--- src/hdl/rtc_defs.svh ---
`ifndef RTC_DEFS_SVH
`define RTC_DEFS_SVH

// ----------------------------------------------------------------
// register indices on the register port
// ----------------------------------------------------------------
`define RTC_IDX_RATE_OSC      2'h0
`define RTC_IDX_MODE_ENABLE   2'h1
`define RTC_IDX_IRQ_FLAG      2'h2
`define RTC_IDX_BACKUP_VALID  2'h3

// ----------------------------------------------------------------
// rate_oscillator_control fields
// ----------------------------------------------------------------
`define RTC_A_UIP             7
`define RTC_A_OSC_HI          6
`define RTC_A_OSC_LO          4
`define RTC_A_RS_HI           3
`define RTC_A_RS_LO           0

// ----------------------------------------------------------------
// mode_enable_control fields
// ----------------------------------------------------------------
`define RTC_B_SET             7
`define RTC_B_PIE             6
`define RTC_B_AIE             5
`define RTC_B_UIE             4
`define RTC_B_SQUARE_WAVE_ENABLE            3
`define RTC_B_DM              2
`define RTC_B_H24             1
`define RTC_B_DSE             0

// ----------------------------------------------------------------
// interrupt_flag_status / backup_valid_status fields
// ----------------------------------------------------------------
`define RTC_C_COMBINED_REQUEST_FLAG            7
`define RTC_C_PF              6
`define RTC_C_AF              5
`define RTC_C_UF              4
`define RTC_D_VRT             7

// ----------------------------------------------------------------
// power-on values of battery-backed bits
// ----------------------------------------------------------------
`define RTC_POR_OSC           3'h0
`define RTC_POR_RS            4'h0
`define RTC_POR_MODE          8'h00

// ----------------------------------------------------------------
// timing, in ticks of the 32.768 kHz time base
// ----------------------------------------------------------------
`define RTC_TIMEBASE_HZ       32768
`define RTC_UIP_LEAD_US       244
`define RTC_UIP_LEAD_TICKS    ((`RTC_UIP_LEAD_US * `RTC_TIMEBASE_HZ + 999999) / 1000000)
`define RTC_DIV_STAGES        15
`define RTC_UPDATE_PRE        15'h3fff
`define RTC_ALARM_DONTCARE    7

`endif

--- src/hdl/rtc_pkg.sv ---
`default_nettype none
package rtc_pkg;
  typedef logic [1:0] rtc_regsel_t;
  typedef enum logic [2:0] {
    OSC_OFF  = 3'b001,
    OSC_RUN  = 3'b010,
    OSC_HOLD = 3'b100
  } rtc_osc_mode_t;
endpackage : rtc_pkg
`default_nettype wire

--- src/hdl/rtc_divider.sv ---
`include "rtc_defs.svh"
`default_nettype none
module rtc_divider #(
  parameter int STAGES = `RTC_DIV_STAGES
) (
  input  wire logic              mclk,
  input  wire logic              powerOnReset_n,
  input  wire logic              ce,
  input  wire logic              step,
  input  wire logic              hold,
  input  wire logic              clear,
  output logic [STAGES-1:0]      count
);
  // ----------------------------------------------------------------
  // parameter check
  // ----------------------------------------------------------------
  if (STAGES != `RTC_DIV_STAGES) begin : g_bad_stages
    $error("rtc_divider: tap decode needs exactly 15 stages");
  end

  // ----------------------------------------------------------------
  // ripple-equivalent chain as one binary counter
  // ----------------------------------------------------------------
  always_ff @(posedge mclk or negedge powerOnReset_n) begin
    if (!powerOnReset_n) begin
      count <= '0;
    end else if (ce) begin
      if (hold || clear) begin
        count <= '0;
      end else if (step) begin
        count <= count + {{(STAGES-1){1'b0}}, 1'b1};
      end
    end
  end
endmodule : rtc_divider
`default_nettype wire

--- src/hdl/rtc_ctrl_status.sv ---
`include "rtc_defs.svh"
`default_nettype none
module rtc_ctrl_status
  import rtc_pkg::*;
(
  input  wire logic        mclk,
  input  wire logic        reset_n,
  input  wire logic        powerOnReset_n,
  input  wire logic        ce,
  input  wire logic        timeBase32k,
  input  wire logic        backupGood,
  input  wire rtc_regsel_t regSel,
  input  wire logic        wrEn,
  input  wire logic        rdEn,
  input  wire logic [7:0]  wrData,
  input  wire logic [7:0]  curSeconds,
  input  wire logic [7:0]  curMinutes,
  input  wire logic [7:0]  curHours,
  input  wire logic [7:0]  alarmSeconds,
  input  wire logic [7:0]  alarmMinutes,
  input  wire logic [7:0]  alarmHours,
  output logic [7:0]       rdData,
  output logic             irq_n,
  output logic             square_wave_pin,
  output logic             oscRun,
  output logic             updateStrobe,
  output logic             freezeUpdates,
  output logic             binaryFormat,
  output logic             hour24Mode,
  output logic             daylightSaving
);
  // ----------------------------------------------------------------
  // decode helpers
  // ----------------------------------------------------------------
  function automatic rtc_osc_mode_t oscDecode(input logic [2:0] osc);
    if (osc == 3'b010) begin
      return OSC_RUN;
    end else if (osc[2:1] == 2'b11) begin
      return OSC_HOLD;
    end
    return OSC_OFF;
  endfunction : oscDecode

  // codes 1 and 2 reuse the 256 Hz and 128 Hz stages
  function automatic logic [3:0] tapIndex(input logic [3:0] rs);
    unique case (rs)
      4'h1:    return 4'h6;
      4'h2:    return 4'h7;
      4'h0:    return 4'h0;
      default: return rs - 4'h2;
    endcase
  endfunction : tapIndex

  function automatic logic alarmByteHit(input logic [7:0] cur, input logic [7:0] alm);
    return alm[`RTC_ALARM_DONTCARE] || (cur == alm);
  endfunction : alarmByteHit

  // ----------------------------------------------------------------
  // pin synchronisers
  // ----------------------------------------------------------------
  logic [1:0] tbSync_r;
  logic [1:0] vrtSync_r;
  logic       tbPrev_r;

  always_ff @(posedge mclk or negedge powerOnReset_n) begin
    if (!powerOnReset_n) begin
      tbSync_r  <= 2'h0;
      vrtSync_r <= 2'h0;
      tbPrev_r  <= 1'b0;
    end else if (ce) begin
      tbSync_r  <= {tbSync_r[0], timeBase32k};
      vrtSync_r <= {vrtSync_r[0], backupGood};
      tbPrev_r  <= tbSync_r[1];
    end
  end

  // ----------------------------------------------------------------
  // battery-backed control: only power-on clears these
  // ----------------------------------------------------------------
  logic [2:0] osc_r;
  logic [3:0] rate_r;
  logic       freeze_r;
  logic       binFmt_r;
  logic       h24_r;
  logic       dse_r;
  logic       divClear;
  rtc_osc_mode_t oscMode;
  logic       wrA;
  logic       wrB;
  logic       rdC;

  assign wrA     = wrEn && (regSel == `RTC_IDX_RATE_OSC);
  assign wrB     = wrEn && (regSel == `RTC_IDX_MODE_ENABLE);
  assign rdC     = rdEn && (regSel == `RTC_IDX_IRQ_FLAG);
  assign oscMode = oscDecode(osc_r);
  // restart the chain on entry to run so the first update is half a second away
  assign divClear = wrA && (oscDecode(wrData[`RTC_A_OSC_HI:`RTC_A_OSC_LO]) == OSC_RUN)
                    && (oscMode != OSC_RUN);

  always_ff @(posedge mclk or negedge powerOnReset_n) begin
    if (!powerOnReset_n) begin
      osc_r  <= `RTC_POR_OSC;
      rate_r <= `RTC_POR_RS;
    end else if (ce && wrA) begin
      osc_r  <= wrData[`RTC_A_OSC_HI:`RTC_A_OSC_LO];
      rate_r <= wrData[`RTC_A_RS_HI:`RTC_A_RS_LO];
    end
  end

  always_ff @(posedge mclk or negedge powerOnReset_n) begin
    if (!powerOnReset_n) begin
      freeze_r <= 1'(`RTC_POR_MODE >> `RTC_B_SET);
      binFmt_r <= 1'b0;
      h24_r    <= 1'b0;
      dse_r    <= 1'b0;
    end else if (ce && wrB) begin
      freeze_r <= wrData[`RTC_B_SET];
      binFmt_r <= wrData[`RTC_B_DM];
      h24_r    <= wrData[`RTC_B_H24];
      dse_r    <= wrData[`RTC_B_DSE];
    end
  end

  // ----------------------------------------------------------------
  // divider chain, rate selector, update timing
  // ----------------------------------------------------------------
  logic [`RTC_DIV_STAGES-1:0] divCount;
  logic       tbStep;
  logic       tap;
  logic       tapPrev_r;
  logic       tapEdge;
  logic       updTick;
  logic       uipWindow;
  logic       uip_r;

  // one divider step per rising edge of the 32.768 kHz base
  assign tbStep = (oscMode == OSC_RUN) && tbSync_r[1] && !tbPrev_r;

  rtc_divider #(
    .STAGES (`RTC_DIV_STAGES)
  ) u_divider (
    .mclk           (mclk),
    .powerOnReset_n (powerOnReset_n),
    .ce             (ce),
    .step           (tbStep),
    .hold           (oscMode != OSC_RUN),
    .clear          (divClear),
    .count          (divCount)
  );

  assign tap     = (rate_r != 4'h0) && divCount[tapIndex(rate_r)];
  assign tapEdge = tap && !tapPrev_r;
  // stage 14 rising is the once-per-second update point
  assign updTick = tbStep && (divCount == `RTC_UPDATE_PRE);
  assign uipWindow = (oscMode == OSC_RUN) && !divCount[`RTC_DIV_STAGES-1]
                     && (divCount[`RTC_DIV_STAGES-2:0] >= 14'(32'h0000_4000 - `RTC_UIP_LEAD_TICKS));

  always_ff @(posedge mclk or negedge powerOnReset_n) begin
    if (!powerOnReset_n) begin
      tapPrev_r <= 1'b0;
    end else if (ce) begin
      tapPrev_r <= tap;
    end
  end

  // not on reset_n: the pending indication survives a bus reset
  always_ff @(posedge mclk or negedge powerOnReset_n) begin
    if (!powerOnReset_n) begin
      uip_r <= 1'b0;
    end else if (ce) begin
      uip_r <= uipWindow && !freeze_r && !(wrB && wrData[`RTC_B_SET]);
    end
  end

  // ----------------------------------------------------------------
  // enables cleared by reset_n
  // ----------------------------------------------------------------
  logic pie_r;
  logic aie_r;
  logic uie_r;
  logic square_wave_enable_r;

  always_ff @(posedge mclk or negedge reset_n) begin
    if (!reset_n) begin
      pie_r  <= 1'b0;
      aie_r  <= 1'b0;
      uie_r  <= 1'b0;
      square_wave_enable_r <= 1'b0;
    end else if (ce && wrB) begin
      pie_r  <= wrData[`RTC_B_PIE];
      aie_r  <= wrData[`RTC_B_AIE];
      uie_r  <= wrData[`RTC_B_UIE] && !(wrData[`RTC_B_SET] && !freeze_r);
      square_wave_enable_r <= wrData[`RTC_B_SQUARE_WAVE_ENABLE];
    end
  end

  // ----------------------------------------------------------------
  // event flags, clear on read of the flag register
  // ----------------------------------------------------------------
  logic pf_r;
  logic af_r;
  logic uf_r;
  logic pfSet;
  logic afSet;
  logic ufSet;
  logic irqAny;

  assign pfSet = tapEdge;
  assign afSet = updTick && alarmByteHit(curSeconds, alarmSeconds)
                 && alarmByteHit(curMinutes, alarmMinutes)
                 && alarmByteHit(curHours, alarmHours);
  assign ufSet = updTick;
  assign irqAny = (pf_r && pie_r) || (af_r && aie_r) || (uf_r && uie_r);

  // set beats the read clear, so an event during a read posts afterwards
  always_ff @(posedge mclk or negedge reset_n) begin
    if (!reset_n) begin
      pf_r <= 1'b0;
      af_r <= 1'b0;
      uf_r <= 1'b0;
    end else if (ce) begin
      pf_r <= pfSet || (pf_r && !rdC);
      af_r <= afSet || (af_r && !rdC);
      uf_r <= ufSet || (uf_r && !rdC);
    end
  end

  // ----------------------------------------------------------------
  // read data, captured in one edge so it stays stable
  // ----------------------------------------------------------------
  logic [7:0] rdMux;

  always_comb begin
    rdMux = 8'h00;
    unique case (regSel)
      `RTC_IDX_RATE_OSC:     rdMux = {uip_r, osc_r, rate_r};
      `RTC_IDX_MODE_ENABLE:  rdMux = {freeze_r, pie_r, aie_r, uie_r, square_wave_enable_r, binFmt_r, h24_r, dse_r};
      `RTC_IDX_IRQ_FLAG:     rdMux = {irqAny, pf_r, af_r, uf_r, 4'h0};
      `RTC_IDX_BACKUP_VALID: rdMux = {vrtSync_r[1], 7'h00};
    endcase
  end

  always_ff @(posedge mclk or negedge reset_n) begin
    if (!reset_n) begin
      rdData <= 8'h00;
    end else if (ce && rdEn) begin
      rdData <= rdMux;
    end
  end

  // ----------------------------------------------------------------
  // registered outputs
  // ----------------------------------------------------------------
  always_ff @(posedge mclk or negedge reset_n) begin
    if (!reset_n) begin
      irq_n           <= 1'b1;
      square_wave_pin <= 1'b0;
      updateStrobe    <= 1'b0;
    end else if (ce) begin
      irq_n           <= !irqAny;
      square_wave_pin <= square_wave_enable_r && tap;
      updateStrobe    <= updTick && !freeze_r;
    end
  end

  always_ff @(posedge mclk or negedge powerOnReset_n) begin
    if (!powerOnReset_n) begin
      oscRun         <= 1'b0;
      freezeUpdates  <= 1'b0;
      binaryFormat   <= 1'b0;
      hour24Mode     <= 1'b0;
      daylightSaving <= 1'b0;
    end else if (ce) begin
      oscRun         <= (oscMode != OSC_OFF);
      freezeUpdates  <= freeze_r;
      binaryFormat   <= binFmt_r;
      hour24Mode     <= h24_r;
      daylightSaving <= dse_r;
    end
  end
endmodule : rtc_ctrl_status
`default_nettype wire

--- config.mk ---
export PLATFORM = sky130hd
export DESIGN_NAME = rtc_ctrl_status
export DESIGN_NICKNAME = d
export VERILOG_FILES = /design/src/hdl/rtc_pkg.sv /design/src/hdl/rtc_divider.sv /design/src/hdl/rtc_ctrl_status.sv
export VERILOG_INCLUDE_DIRS = /design/src /design/src/hdl
export SDC_FILE = /design/constraint.sdc
export NUM_CORES = 1
export LEC_CHECK = 0
export BUFFER_PORTS_ARGS = -buffer_cell sky130_fd_sc_hd__buf_2
export CELL_PAD_IN_SITES_DETAIL_PLACEMENT = 0
export CELL_PAD_IN_SITES_GLOBAL_PLACEMENT = 1
export CORE_ASPECT_RATIO = 0.5
export CORE_MARGIN = 1.5
export CORE_UTILIZATION = 43
export CTS_CLUSTER_SIZE = 12
export DETAILED_ROUTE_END_ITERATION = 16
export PLACE_DENSITY = 0.82
export SYNTH_ARGS = -nofsm -noshare
export SYNTH_HDL_FRONTEND = slang
export SYNTH_SLANG_ARGS = --single-unit
export TNS_END_PERCENT = 20
--- constraint.sdc ---
create_clock -name mclk -period 2.5 [get_ports mclk]
set_input_delay 0.375 -clock mclk [delete_from_list [all_inputs] [get_ports mclk]]
set_output_delay 0.375 -clock mclk [all_outputs]
set_load 0.1 [all_outputs]
==> run summary, run 1 <==
STATUS
--------------------------------------------------------------------------------
Result of the run                                                   finished, violations left
Violated checks                                                     negative hold slack

WORST SETUP PATH
--------------------------------------------------------------------------------
Cell type of the slowest stage on the worst timing path             sky130_fd_sc_hd__dfrtp_1
Critical Path Start Type                                                register
Critical path endpoint category                                         register
Worst-case reg-to-reg path depth                                               6
Crit-path max FO                                                              12
Cell depth of the worst setup path                                             6
Crit path DAT                                                            2.24 ns
Number of buffers and inverters on the critical path                           1
Critical path required time                                              2.69 ns
Cell-by-cell listing of the critical path                           inv_1 > ha_1 > o21ai_0 > a211oi_1 > o21ai_0 > o32ai_1
Reg2reg end                                                         square_wave_pin$_DFFE_PN0P_
Reg-to-reg startpoint                                               rate_r[1]$_DFFE_PN0P_
Reg2Reg Setup Slack                                                      0.45 ns
Worst path top cell family by delay                                 compound AO/OA/AOI/OAI gates
Start-to-end type of the worst setup path                           register to register
Longest individual stage delay on the worst path                         0.56 ns
Cell repeated most along the worst path                             sky130_fd_sc_hd__o21ai_0

DIE
--------------------------------------------------------------------------------
Die height                                                               62.2 um
Die X                                                                     121 um
Site Rows                                                                     21
Core footprint                                                          6730 um2
Starting density of the core                                               0.448
Total I/O pin count                                                           82
Die area                                                                7560 um2

SYNTHESIS
--------------------------------------------------------------------------------
Mean Syn Cell Area                                                      10.2 um2
Count of flip-flops with a built-in enable after synthesis                     0
Post-Synthesis Cells                                                         295
Post-synthesis instance area                                            3020 um2
Net Count, Synth                                                             364
FF+latch count, synth                                                         56
Async S/R FF share, synth                                                   1.00
Portion of the post-synthesis area used by sequential elements             0.465
Ys flop type                                                        sky130_fd_sc_hd__dfrtp_1
Number of distinct library cells after synthesis                              52
Yosys warning total                                                            0

FINISH
--------------------------------------------------------------------------------
Post-layout nets                                                             444
Diode count                                                                    0
Utilization after layout                                                   0.543
Layout-stage area growth over the synthesis result                         21.1%
Fraction of final layout cells with drive strength greater than 1          0.327
Non-filler instance count after layout                                       468

TIMING
--------------------------------------------------------------------------------
Worst-case hold slack                                                -0.00193 ns
Worst setup skew after layout                                         0.00621 ns
Setup slack of the critical path after layout                           0.446 ns
Number of hold-slack violations in the final timing report                     2
Final Setup Violations                                                         0
Period minus WS final                                                    2.05 ns
Transition time at the pin with the least slew margin                   0.854 ns
Unrepaired setup endpoints after global routing                            false
Worst rel slew slack                                                       0.431
Final max-slew violation count                                                 0
Final TNS setup                                                             0 ns
Highest clock rate                                                     0.487 GHz
Final cycle utilization of the critical path                               0.821

CLOCK NETWORK
--------------------------------------------------------------------------------
Depth of the CTS H-tree                                                        2
Hold Buf Count CTS                                                             0
CTS root buf                                                        sky130_fd_sc_hd__clkbuf_16
TritonCTS sink count                                                          56
Number of buffers added for setup after CTS                                    0
CTS tree                                                                    done
Number of gates resized after CTS                                              0
Clock latency reported for the late side of the worst-skew pair          0.29 ns
Clock transition at the registers of the reported paths                  0.08 ns
Number of buffers added by the clock tree synthesis step                       5
Maximum root-to-sink buffer count                                              2

POWER AND IR DROP
--------------------------------------------------------------------------------
Worst ir drop on vdd                                                  0.000299 V
LEAKAGE                                                                  1.70 nW
Areal power density over the cells                                    777 nW/um2
Overall Power                                                            2.84 mW

GLOBAL ROUTING
--------------------------------------------------------------------------------
First-pass GRT wire length                                              11500 um
Total global-route track usage                                             0.192
Number of global-route vias before repair                                   2461
Pin count of the biggest net entering global routing                          39
Initial antenna violation count                                                0
Remaining global-route overflow                                                0

DETAILED ROUTING
--------------------------------------------------------------------------------
Total wirelength of the detailed-routed design                           6960 um
First-pass detailed-route iteration total                                      7
Mean routed wirelength per cell                                          14.9 um
Total via count in the routed design                                        2471
Number of routed nets with antenna violations                                  0
Number of DRC violations after detailed-routing iteration 0                  186
Via density                                                                 5.28
Post-route DRC                                                                 0

PLACED DESIGN
--------------------------------------------------------------------------------
Number of input and output port buffers inserted                              81
Cell Count Post-Placement                                                    460
Final weighted congestion in routability-driven placement                  0.841
Post-placement worst setup slack                                        0.476 ns
Final HPWL DP                                                            5240 um

WORST HOLD PATH
--------------------------------------------------------------------------------
Worst min-delay path class                                          input pin to async pin

FLOW RUN
--------------------------------------------------------------------------------
Max-cap check violation count                                                  0

==> per-layer routing <==
metal	up-vias	wire length [um]	track usage	share of wire
met5	-	0	0	0
met4	0	59	0.0441	0.0085
met3	6	485	0.0368	0.070
met2	81	3340	0.335	0.48
met1	1187	3080	0.247	0.44
li1	1197	-	-	-
==> metrics by stage <==
stage	area, um2	hold WS, ns
2_1_floorplan	3020	0.0794
3_3_place_gp	3500	0.321
3_5_place_dp	3500	0.324
4_1_cts	3650	0.00995
5_1_grt	3650	0.0326
6_report	3650	-0.00193
==> state kept, by name (all words and copies together), names as in the netlist, 2 cells and up <==
register         cells
osc_r                3
rate_r               4
rdData               8
tbSync_r             2
u_divider.count     15
vrtSync_r            2
==> final cells by class <==
class | count | area [um2]
clock buffer | 5 | 125
clock inverter | 3 | 23.8
inverter | 17 | 63.8
fill | 601 | 3070
timing repair buffer | 83 | 420
multi-input combinational | 212 | 1500
tap | 92 | 115
sequential | 56 | 1400
==> cell families after synthesis <==
| family | share of synthesized area |
|---|---|
| simple gates | 0.157 |
| compound gates | 0.126 |
| flops | 0.465 |
| xor+xnor | 0.0900 |
| mux | 0.112 |
| buf+inv | 0.0373 |
| fa+ha+maj | 0.0124 |
==> where the power goes <==
group / internal, mW / total [mW] / switching [mW]
Combinational: 0.273 / 0.965 / 0.691
Sequential: 1.04 / 1.16 / 0.118
Clock: 0.374 / 0.709 / 0.336
Total: 1.69 / 2.84 / 1.14
==> worst register-to-register path, delay by kind of cell, from the launching register on <==
kind	cells	cell delay, ns
compound gates	4	0.82
buf+inv	1	0.20
fa+ha+maj	1	0.38
flops	1	0.56
==> cell usage after synthesis, types with 2 or more instances <==
library cell	n	area (um2)
sky130_fd_sc_hd__dfrtp_1	55	1380
sky130_fd_sc_hd__nand2_1	27	101
sky130_fd_sc_hd__xor2_1	24	210
sky130_fd_sc_hd__o21ai_0	23	115
sky130_fd_sc_hd__mux2_2	21	236
sky130_fd_sc_hd__nor2_1	21	78.8
sky130_fd_sc_hd__inv_1	17	63.8
sky130_fd_sc_hd__a21oi_1	13	65.1
sky130_fd_sc_hd__mux2i_1	8	80.1
sky130_fd_sc_hd__nor4_1	7	43.8
sky130_fd_sc_hd__xnor2_1	7	61.3
sky130_fd_sc_hd__clkbuf_1	6	22.5
sky130_fd_sc_hd__nor3_1	5	25.0
sky130_fd_sc_hd__nand3_1	4	20.0
sky130_fd_sc_hd__buf_2	3	15.0
sky130_fd_sc_hd__ha_1	3	37.5
sky130_fd_sc_hd__nand2b_1	3	18.8
sky130_fd_sc_hd__nand4_1	3	18.8
sky130_fd_sc_hd__or3_1	3	18.8
sky130_fd_sc_hd__a211oi_1	2	15.0
sky130_fd_sc_hd__a21o_1	2	15.0
sky130_fd_sc_hd__a222oi_1	2	20.0
sky130_fd_sc_hd__and3_1	2	12.5
sky130_fd_sc_hd__nor2b_1	2	12.5
sky130_fd_sc_hd__nor3b_1	2	15.0
sky130_fd_sc_hd__o2bb2ai_1	2	17.5
sky130_fd_sc_hd__o311a_1	2	20.0
sky130_fd_sc_hd__o31ai_1	2	15.0
==> how the worst max path moves through the flow <==
stage | start | to | slack (ns)
finish | rate_r[1]$_DFFE_PN0P_ | square_wave_pin$_DFFE_PN0P_ | 0.45
global route | rate_r[1]$_DFFE_PN0P_ | square_wave_pin$_DFFE_PN0P_ | 0.22
CTS | rate_r[1]$_DFFE_PN0P_ | square_wave_pin$_DFFE_PN0P_ | 0.46
detailed placement | rate_r[1]$_DFFE_PN0P_ | square_wave_pin$_DFFE_PN0P_ | 0.48
global placement | ce | af_r$_DFFE_PN0P_ | 0.64
floorplan | osc_r[0]$_DFFE_PN0P_ | u_divider.count[11]$_DFFE_PN0P_ | 0.86
==> cell usage in the layout (no fill, tap or decap), types with 2 or more instances in the layout <==
cell type,n
sky130_fd_sc_hd__a211oi_1,2
sky130_fd_sc_hd__a21o_1,2
sky130_fd_sc_hd__a21oi_1,13
sky130_fd_sc_hd__a222oi_1,2
sky130_fd_sc_hd__and3_1,2
sky130_fd_sc_hd__buf_2,81
sky130_fd_sc_hd__buf_4,2
sky130_fd_sc_hd__clkbuf_16,5
sky130_fd_sc_hd__clkinvlp_4,2
sky130_fd_sc_hd__dfrtp_1,55
sky130_fd_sc_hd__ha_1,3
sky130_fd_sc_hd__inv_1,17
sky130_fd_sc_hd__mux2_2,21
sky130_fd_sc_hd__mux2i_1,8
sky130_fd_sc_hd__nand2_1,27
sky130_fd_sc_hd__nand2b_1,3
sky130_fd_sc_hd__nand3_1,4
sky130_fd_sc_hd__nand4_1,3
sky130_fd_sc_hd__nor2_1,21
sky130_fd_sc_hd__nor2b_1,2
sky130_fd_sc_hd__nor3_1,5
sky130_fd_sc_hd__nor3b_1,2
sky130_fd_sc_hd__nor4_1,7
sky130_fd_sc_hd__o21ai_0,23
sky130_fd_sc_hd__o2bb2ai_1,2
sky130_fd_sc_hd__o311a_1,2
sky130_fd_sc_hd__o31ai_1,2
sky130_fd_sc_hd__or3_1,3
sky130_fd_sc_hd__xnor2_1,7
sky130_fd_sc_hd__xor2_1,24
Power figures use the tool's default switching activity.
==> run 2: changes to the inputs <==
CORE_UTILIZATION = 40   (was 43)
PLACE_DENSITY = 0.77   (was 0.82)
clock period = 2.08 ns   (was 2.5 ns; I/O delays follow)
==> run 2 against run 1 <==
The flow finishes with violations (design-rule violations). Global-route usage fell by 1.5 points. Non-clock buffer count is 5 higher. Die area rose by 7.2%. Sequential share of layout area decreased by 0.46 points. Clock-buffer cell count unchanged. Worst setup slack got worse by 0.22 ns. Sequential power rose by 19%. First-iteration DRC count down 45%. Final area grew 1.2%. Critical path type unchanged. Critical endpoint is now rdData[7]$_DFFE_PN0P_.
==> run summary, run 2 (synthesis gave the netlist of run 1 again) <==
CLOCK NETWORK
----------------------------------------------------------------------------------
Clock latency reported for the late side of the worst-skew pair            0.30 ns   about the same
CTS root buf                                                          sky130_fd_sc_hd__clkbuf_16
Number of buffers added by the clock tree synthesis step                         5   unchanged
Maximum root-to-sink buffer count                                                2   unchanged
Clock transition at the registers of the reported paths                    0.07 ns   about the same
Number of gates resized after CTS                                                0   unchanged
Depth of the CTS H-tree                                                          2   unchanged
CTS tree                                                                      done
TritonCTS sink count                                                            56   unchanged

WORST SETUP PATH
----------------------------------------------------------------------------------
Setup crit end                                                        rdData[7]$_DFFE_PN0P_
Cell depth of the worst setup path                                               4   -2
Critical path required time                                                2.26 ns   -0.43 ns
Critical path endpoint category                                           register
Crit path DAT                                                              2.04 ns   -0.20 ns
Number of buffers and inverters on the critical path                             1   unchanged
Longest individual stage delay on the worst path                           0.49 ns   -0.07 ns
Cell type of the slowest stage on the worst timing path               sky130_fd_sc_hd__a222oi_1
Critical Path Start Type                                                  register
Worst-case reg-to-reg path depth                                                 4   -2
Start-to-end type of the worst setup path                             register to register
Worst path top cell family by delay                                   multiplexers
Cell-by-cell listing of the critical path                             a222oi_1 > inv_1 > mux4_2 > mux2_2
Crit path launch                                                      pie_r$_DFFE_PN0P_
Crit-path max FO                                                                 3   -9
Reg2Reg Setup Slack                                                        0.22 ns   -0.22 ns
Reg2reg end                                                           rdData[7]$_DFFE_PN0P_
Reg-to-reg startpoint                                                 pie_r$_DFFE_PN0P_

POWER AND IR DROP
----------------------------------------------------------------------------------
Comb power frac                                                              0.347   +0.007
Switching power as a share of total power                                    0.400   -0.00353
Internal Pwr Total                                                         2.05 mW   +21%
Clk network pwr share                                                        0.248   -0.002
Worst ir drop on vdd                                                    0.000393 V   +32%
Areal power density over the cells                                      923 nW/um2   +19%
Net Switching                                                              1.37 mW   +19%
LEAKAGE                                                                    1.73 nW   +1.8%
Flop pwr share                                                               0.405   -0.005
Overall Power                                                              3.41 mW   +20%

FINISH
----------------------------------------------------------------------------------
Diode count                                                                      0   unchanged
Utilization after layout                                                     0.505   -0.0382
Non-filler instance count after layout                                         477   +1.9%
Post-layout nets                                                               449   +1.1%
Most common cell after layout, fill and taps aside                    sky130_fd_sc_hd__buf_2
Flip-flop count of the largest register, all copies and words added             15   unchanged
Top flop regs                                                         u_divider.count x15, rdData x8, rate_r x4
Fraction of final layout cells with drive strength greater than 1            0.333   +0.00621
Top reg by flops                                                      u_divider.count
Layout-stage area growth over the synthesis result                           22.5%
Most frequent cells in the layout                                     sky130_fd_sc_hd__buf_2 (81), sky130_fd_sc_hd__dfrtp_1 (55), sky130_fd_sc_hd__nand2_1 (27)

TIMING
----------------------------------------------------------------------------------
Unrepaired setup endpoints after global routing                              false
Transition time at the pin with the least slew margin                     0.856 ns   +0.00196 ns
Final Setup Violations                                                           0   unchanged
Setup slack of the critical path after layout                             0.222 ns   -0.224 ns
Worst setup skew after layout                                           0.00573 ns   -0.000479 ns
Period minus WS final                                                      1.86 ns   -0.196 ns
Final max-slew violation count                                                   0   unchanged
Highest clock rate                                                       0.538 GHz   +11%
Final TNS setup                                                               0 ns   unchanged
Number of hold-slack violations in the final timing report                       0   -2
Worst rel slew slack                                                         0.430   -0.00131
Final cycle utilization of the critical path                                 0.893   +0.0718

DETAILED ROUTING
----------------------------------------------------------------------------------
Number of routed nets with antenna violations                                    0   unchanged
First-pass detailed-route iteration total                                       11   +4
Post-route DRC                                                                  10   +10
Total via count in the routed design                                          2409   -2.5%
Mean routed wirelength per cell                                            14.1 um   -5.4%
Via density                                                                   5.05   -4.3%
Total wirelength of the detailed-routed design                             6720 um   -3.6%
Number of DRC violations after detailed-routing iteration 0                    103   -45%

DIE
----------------------------------------------------------------------------------
Site Rows                                                                       22   +4.8%
Die X                                                                       126 um   +3.6%
Total I/O pin count                                                             82   unchanged
Core footprint                                                            7320 um2   +8.9%
Starting density of the core                                                 0.412   -0.0365
Die area                                                                  8100 um2   +7.2%
Die height                                                                 64.4 um   +3.5%

PLACED DESIGN
----------------------------------------------------------------------------------
Post-placement worst setup slack                                          0.261 ns   -0.215 ns
Number of input and output port buffers inserted                                81   unchanged
Final weighted congestion in routability-driven placement                    0.802   -4.7%
Final HPWL DP                                                              5180 um   -1.1%
Cell Count Post-Placement                                                      468   +1.7%

GLOBAL ROUTING
----------------------------------------------------------------------------------
Remaining global-route overflow                                                  0   unchanged
Pin count of the biggest net entering global routing                            39   unchanged
Number of global-route vias before repair                                     2405   -2.3%
Initial antenna violation count                                                  0   unchanged
Total global-route track usage                                               0.177   -0.0146
First-pass GRT wire length                                                11300 um   -1.6%

WORST HOLD PATH
----------------------------------------------------------------------------------
Worst min-delay path class                                            input pin to async pin

STATUS
----------------------------------------------------------------------------------
Violated checks                                                       design-rule violations
Result of the run                                                     finished, violations left

FLOW RUN
----------------------------------------------------------------------------------
Max-cap check violation count                                                    0   unchanged

## run 2: cell count changes in the layout (fill, tap and decap cells not counted)
| cell | delta |
|---|---|
| sky130_fd_sc_hd__buf_4 | +4 |
| sky130_fd_sc_hd__clkinvlp_4 | -2 |
| sky130_fd_sc_hd__clkinv_2 | +1 |
| sky130_fd_sc_hd__dlygate4sd3_1 | +1 |
| sky130_fd_sc_hd__inv_6 | +1 |
## run 2: how the worst min path moves through the flow
stage / startpoint / end / slack (ns) / depth (start not counted)
floorplan: reset_n / af_r$_DFFE_PN0P_ / 0.02 / 0
global placement: reset_n / updateStrobe$_DFFE_PN0P_ / 0.27 / 1
detailed placement: reset_n / uie_r$_DFFE_PN0P_ / 0.27 / 1
CTS: powerOnReset_n / binFmt_r$_DFFE_PN0P_ / 0.14 / 1
global route: powerOnReset_n / binaryFormat$_DFFE_PN0P_ / 0.17 / 1
finish: powerOnReset_n / binFmt_r$_DFFE_PN0P_ / 0.12 / 1
## run 2: area by class of cell
type	instances	area (um2)
clock buffers	5	125
clock inverters	3	22.5
fillers	710	3630
inverters	17	63.8
multi-input cells	212	1500
flip-flops and latches	56	1400
well taps	96	120
repair buffers	88	460
## run 2: what timing repair did
item                      CTS  global route
hold endpoints to repair   17             0
hold buffers                1             0
setup buffers               0             0
## run 2: worst reg2reg max path, stage by stage, from the launching register on
cell	delay [ns]
sky130_fd_sc_hd__dfrtp_1	0.40
sky130_fd_sc_hd__a222oi_1	0.49
sky130_fd_sc_hd__inv_1	0.09
sky130_fd_sc_hd__mux4_2	0.49
sky130_fd_sc_hd__mux2_2	0.28
## run 2: layer usage
layer	global-route usage	part of all wire	vias up
met5	0	0	-
met4	0.0302	0.0088	0
met3	0.0461	0.066	7
met2	0.316	0.46	67
met1	0.222	0.46	1131
li1	-	-	1204
## run 2: power groups by stage
stage / clock, mW / combinational, mW / sequential (mW)
CTS: 0.869 / 1.19 / 1.38
global placement: 0 / 1.16 / 1.39
detailed placement: 0 / 1.18 / 1.40
global route: 0.920 / 1.26 / 1.41
floorplan: 0 / 0.439 / 1.86
finish: 0.847 / 1.18 / 1.38
## run 2: per-stage QoR
step	cell area [um2]	hold WS (ns)
after CTS	3700	0.144
after detailed placement	3540	0.271
after global routing	3700	0.167
after floorplan	3020	0.0164
after global placement	3540	0.266
final	3700	0.116
==> run 3: changes to the inputs <==
==> constraint.sdc (replaced) <==
create_clock -name mclk -period 2.08 [get_ports mclk]
set_input_delay 0.104 -clock mclk [delete_from_list [all_inputs] [get_ports mclk]]
set_output_delay 0.104 -clock mclk [all_outputs]
set_load 0.1 [all_outputs]
==> run 3 against run 2 <==
The flow still finishes with violations (design-rule violations). Clock-buffer cell count did not move. Highest routed layer unchanged. Via count rose by 1.4%. Clock skew fell by 0.0018 ns. Clock power rose by 14%. Largest cell class unchanged. First-iteration DRC count rose by 50%. Final area rose by 0.95%. Sequential cell count did not move. Sequential power barely moved. Total power rose by 3.7%. Die area did not move. Fmax fell by 0.68%. Sequential share of layout area fell by 0.36 points.
==> run summary, run 3 (synthesis gave the netlist of run 1 again) <==
STATUS
----------------------------------------------------------------------------------
Violated checks                                                       design-rule violations
Result of the run                                                     finished, violations left

PLACED DESIGN
----------------------------------------------------------------------------------
Number of input and output port buffers inserted                                81   unchanged
Cell Count Post-Placement                                                      468   unchanged
Final weighted congestion in routability-driven placement                    0.835   +4.2%
Post-placement worst setup slack                                          0.242 ns   -0.0191 ns
Placed instance area                                                      3540 um2   unchanged
Final HPWL DP                                                              5300 um   +2.3%

CLOCK NETWORK
----------------------------------------------------------------------------------
Clock transition at the registers of the reported paths                    0.07 ns   about the same
CTS tree                                                                      done
Depth of the CTS H-tree                                                          2   unchanged
CTS root buf                                                          sky130_fd_sc_hd__clkbuf_16
Maximum root-to-sink buffer count                                                2   unchanged
Number of buffers added by the clock tree synthesis step                         5   unchanged
TritonCTS sink count                                                            56   unchanged
Number of gates resized after CTS                                                0   unchanged
Clock latency reported for the late side of the worst-skew pair            0.29 ns   about the same

WORST HOLD PATH
----------------------------------------------------------------------------------
Worst min-delay path class                                            input pin to register

WORST SETUP PATH
----------------------------------------------------------------------------------
Crit path DAT                                                              2.05 ns   about the same
Start-to-end type of the worst setup path                             register to register
Crit-path max FO                                                                 3   unchanged
Critical Path Start Type                                                  register
Critical path endpoint category                                           register
Critical path required time                                                2.26 ns   about the same

FINISH
----------------------------------------------------------------------------------
Top flop regs                                                         u_divider.count x15, rdData x8, rate_r x4
Most frequent cells in the layout                                     sky130_fd_sc_hd__buf_2 (81), sky130_fd_sc_hd__dfrtp_1 (55), sky130_fd_sc_hd__nand2_1 (27)
Layout-stage area growth over the synthesis result                           23.7%
Top reg by flops                                                      u_divider.count
Flip-flop count of the largest register, all copies and words added             15   unchanged
Diode count                                                                      0   unchanged
Post-layout nets                                                               450   +0.22%
Utilization after layout                                                     0.510   +0.00478
Non-filler instance count after layout                                         478   +0.21%
Most common cell after layout, fill and taps aside                    sky130_fd_sc_hd__buf_2
Fraction of final layout cells with drive strength greater than 1            0.332   -0.000873
Final cell area excluding filler cells                                    3730 um2   +0.95%

TIMING
----------------------------------------------------------------------------------
Worst-case hold slack                                                    0.0285 ns   -0.0871 ns
Final cycle utilization of the critical path                                 0.899   +0.00612
Highest clock rate                                                       0.535 GHz   -0.68%
Worst rel slew slack                                                         0.427   -0.00230
Setup slack of the critical path after layout                             0.209 ns   -0.0127 ns
Unrepaired setup endpoints after global routing                              false
Worst setup skew after layout                                           0.00396 ns   -0.00176 ns
Transition time at the pin with the least slew margin                     0.859 ns   +0.00345 ns
Final TNS setup                                                               0 ns   unchanged
Period minus WS final                                                      1.87 ns   +0.0127 ns
Final max-slew violation count                                                   0   unchanged
Final Setup Violations                                                           0   unchanged
Number of hold-slack violations in the final timing report                       0   unchanged

GLOBAL ROUTING
----------------------------------------------------------------------------------
First-pass GRT wire length                                                11800 um   +4.2%
Initial antenna violation count                                                  0   unchanged
Remaining global-route overflow                                                  0   unchanged
Global routing usage on met1                                                 0.232   +0.00958
Met3 Use GR                                                                 0.0444   -0.00168
GR Layer Usage met2                                                          0.321   +0.00549
Number of global-route vias before repair                                     2478   +3.0%
Peak-usage layer in the global routing report                                 met2
Pin count of the biggest net entering global routing                            39   unchanged
Total global-route track usage                                               0.182   +0.00457

DETAILED ROUTING
----------------------------------------------------------------------------------
First-pass detailed-route iteration total                                       10   -1
Mean routed wirelength per cell                                            14.4 um   +2.1%
Total wirelength of the detailed-routed design                             6870 um   +2.3%
Via density                                                                   5.11   +1.2%
Post-route DRC                                                                  10   unchanged
Number of DRC violations after detailed-routing iteration 0                    155   +50%
Number of routed nets with antenna violations                                    0   unchanged
Total via count in the routed design                                          2442   +1.4%

DIE
----------------------------------------------------------------------------------
Total I/O pin count                                                             82   unchanged
Die area                                                                  8100 um2   unchanged
Die X                                                                       126 um   unchanged
Core footprint                                                            7320 um2   unchanged
Site Rows                                                                       22   unchanged
Starting density of the core                                                 0.412   unchanged
Die height                                                                 64.4 um   unchanged

POWER AND IR DROP
----------------------------------------------------------------------------------
Worst ir drop on vdd                                                    0.000412 V   +4.6%
Overall Power                                                              3.54 mW   +3.7%
Areal power density over the cells                                      949 nW/um2   +2.7%
LEAKAGE                                                                    1.74 nW   +0.83%

FLOW RUN
----------------------------------------------------------------------------------
Max-cap check violation count                                                    0   unchanged

-- run 3: cell types whose count changed in the layout (fill, tap and decap cells not counted) --
| cell | before | now |
|---|---|---|
| sky130_fd_sc_hd__clkinv_2 | 1 | 0 |
| sky130_fd_sc_hd__dlygate4sd3_1 | 1 | 2 |
| sky130_fd_sc_hd__bufinv_16 | 0 | 1 |
| sky130_fd_sc_hd__inv_6 | 1 | 0 |
| sky130_fd_sc_hd__clkinv_4 | 1 | 2 |
-- run 3: layer usage --
| layer | routed length, um | share of wire |
|---|---|---|
| met5 | 0 | 0 |
| met4 | 85 | 0.012 |
| met3 | 386 | 0.056 |
| met2 | 3190 | 0.46 |
| met1 | 3210 | 0.47 |
-- run 3: area by class of cell --
cell class	count	area, um2
clock buffers	5	125
well taps	96	120
clock inverters	3	47.5
fillers	692	3590
flip-flops and latches	56	1400
repair buffers	89	470
multi-input cells	212	1500
inverters	17	63.8
-- run 3: power breakdown --
group	leakage (nW)	switching (mW)	internal (mW)
logic	0.939	0.847	0.342
registers	0.720	0.129	1.26
clock network	0.0840	0.394	0.573
total	1.74	1.37	2.17
-- run 3: path summary, 6_finish.rpt --
check / from / end / slack [ns] / cells after the start
worst min register to register: rdData[5]$_DFFE_PN0P_ / rdData[5]$_DFFE_PN0P_ / 0.48 / 2
max in group asynchronous: powerOnReset_n / u_divider.count[10]$_DFFE_PN0P_ / 1.08 / 2
min in group asynchronous: reset_n / updateStrobe$_DFFE_PN0P_ / 0.28 / 2
worst max-delay path: pie_r$_DFFE_PN0P_ / rdData[7]$_DFFE_PN0P_ / 0.21 / 4
worst max register to register: pie_r$_DFFE_PN0P_ / rdData[7]$_DFFE_PN0P_ / 0.21 / 4
worst min-delay path: wrData[2] / rate_r[2]$_DFFE_PN0P_ / 0.03 / 3
-- run 3: worst max-delay path: stages, from the launching register on --
cell and delay, ns:
sky130_fd_sc_hd__dfrtp_1 0.40, sky130_fd_sc_hd__a222oi_1 0.51, sky130_fd_sc_hd__inv_1 0.09, sky130_fd_sc_hd__mux4_2 0.49, sky130_fd_sc_hd__mux2_2 0.27
-- run 3: what timing repair did --
item | 4_1_cts | 5_1_grt
setup endpoints to repair | 0 | 0
hold buffers | 2 | 0
setup buffers | 0 | 0
hold endpoints to repair | 55 | 0
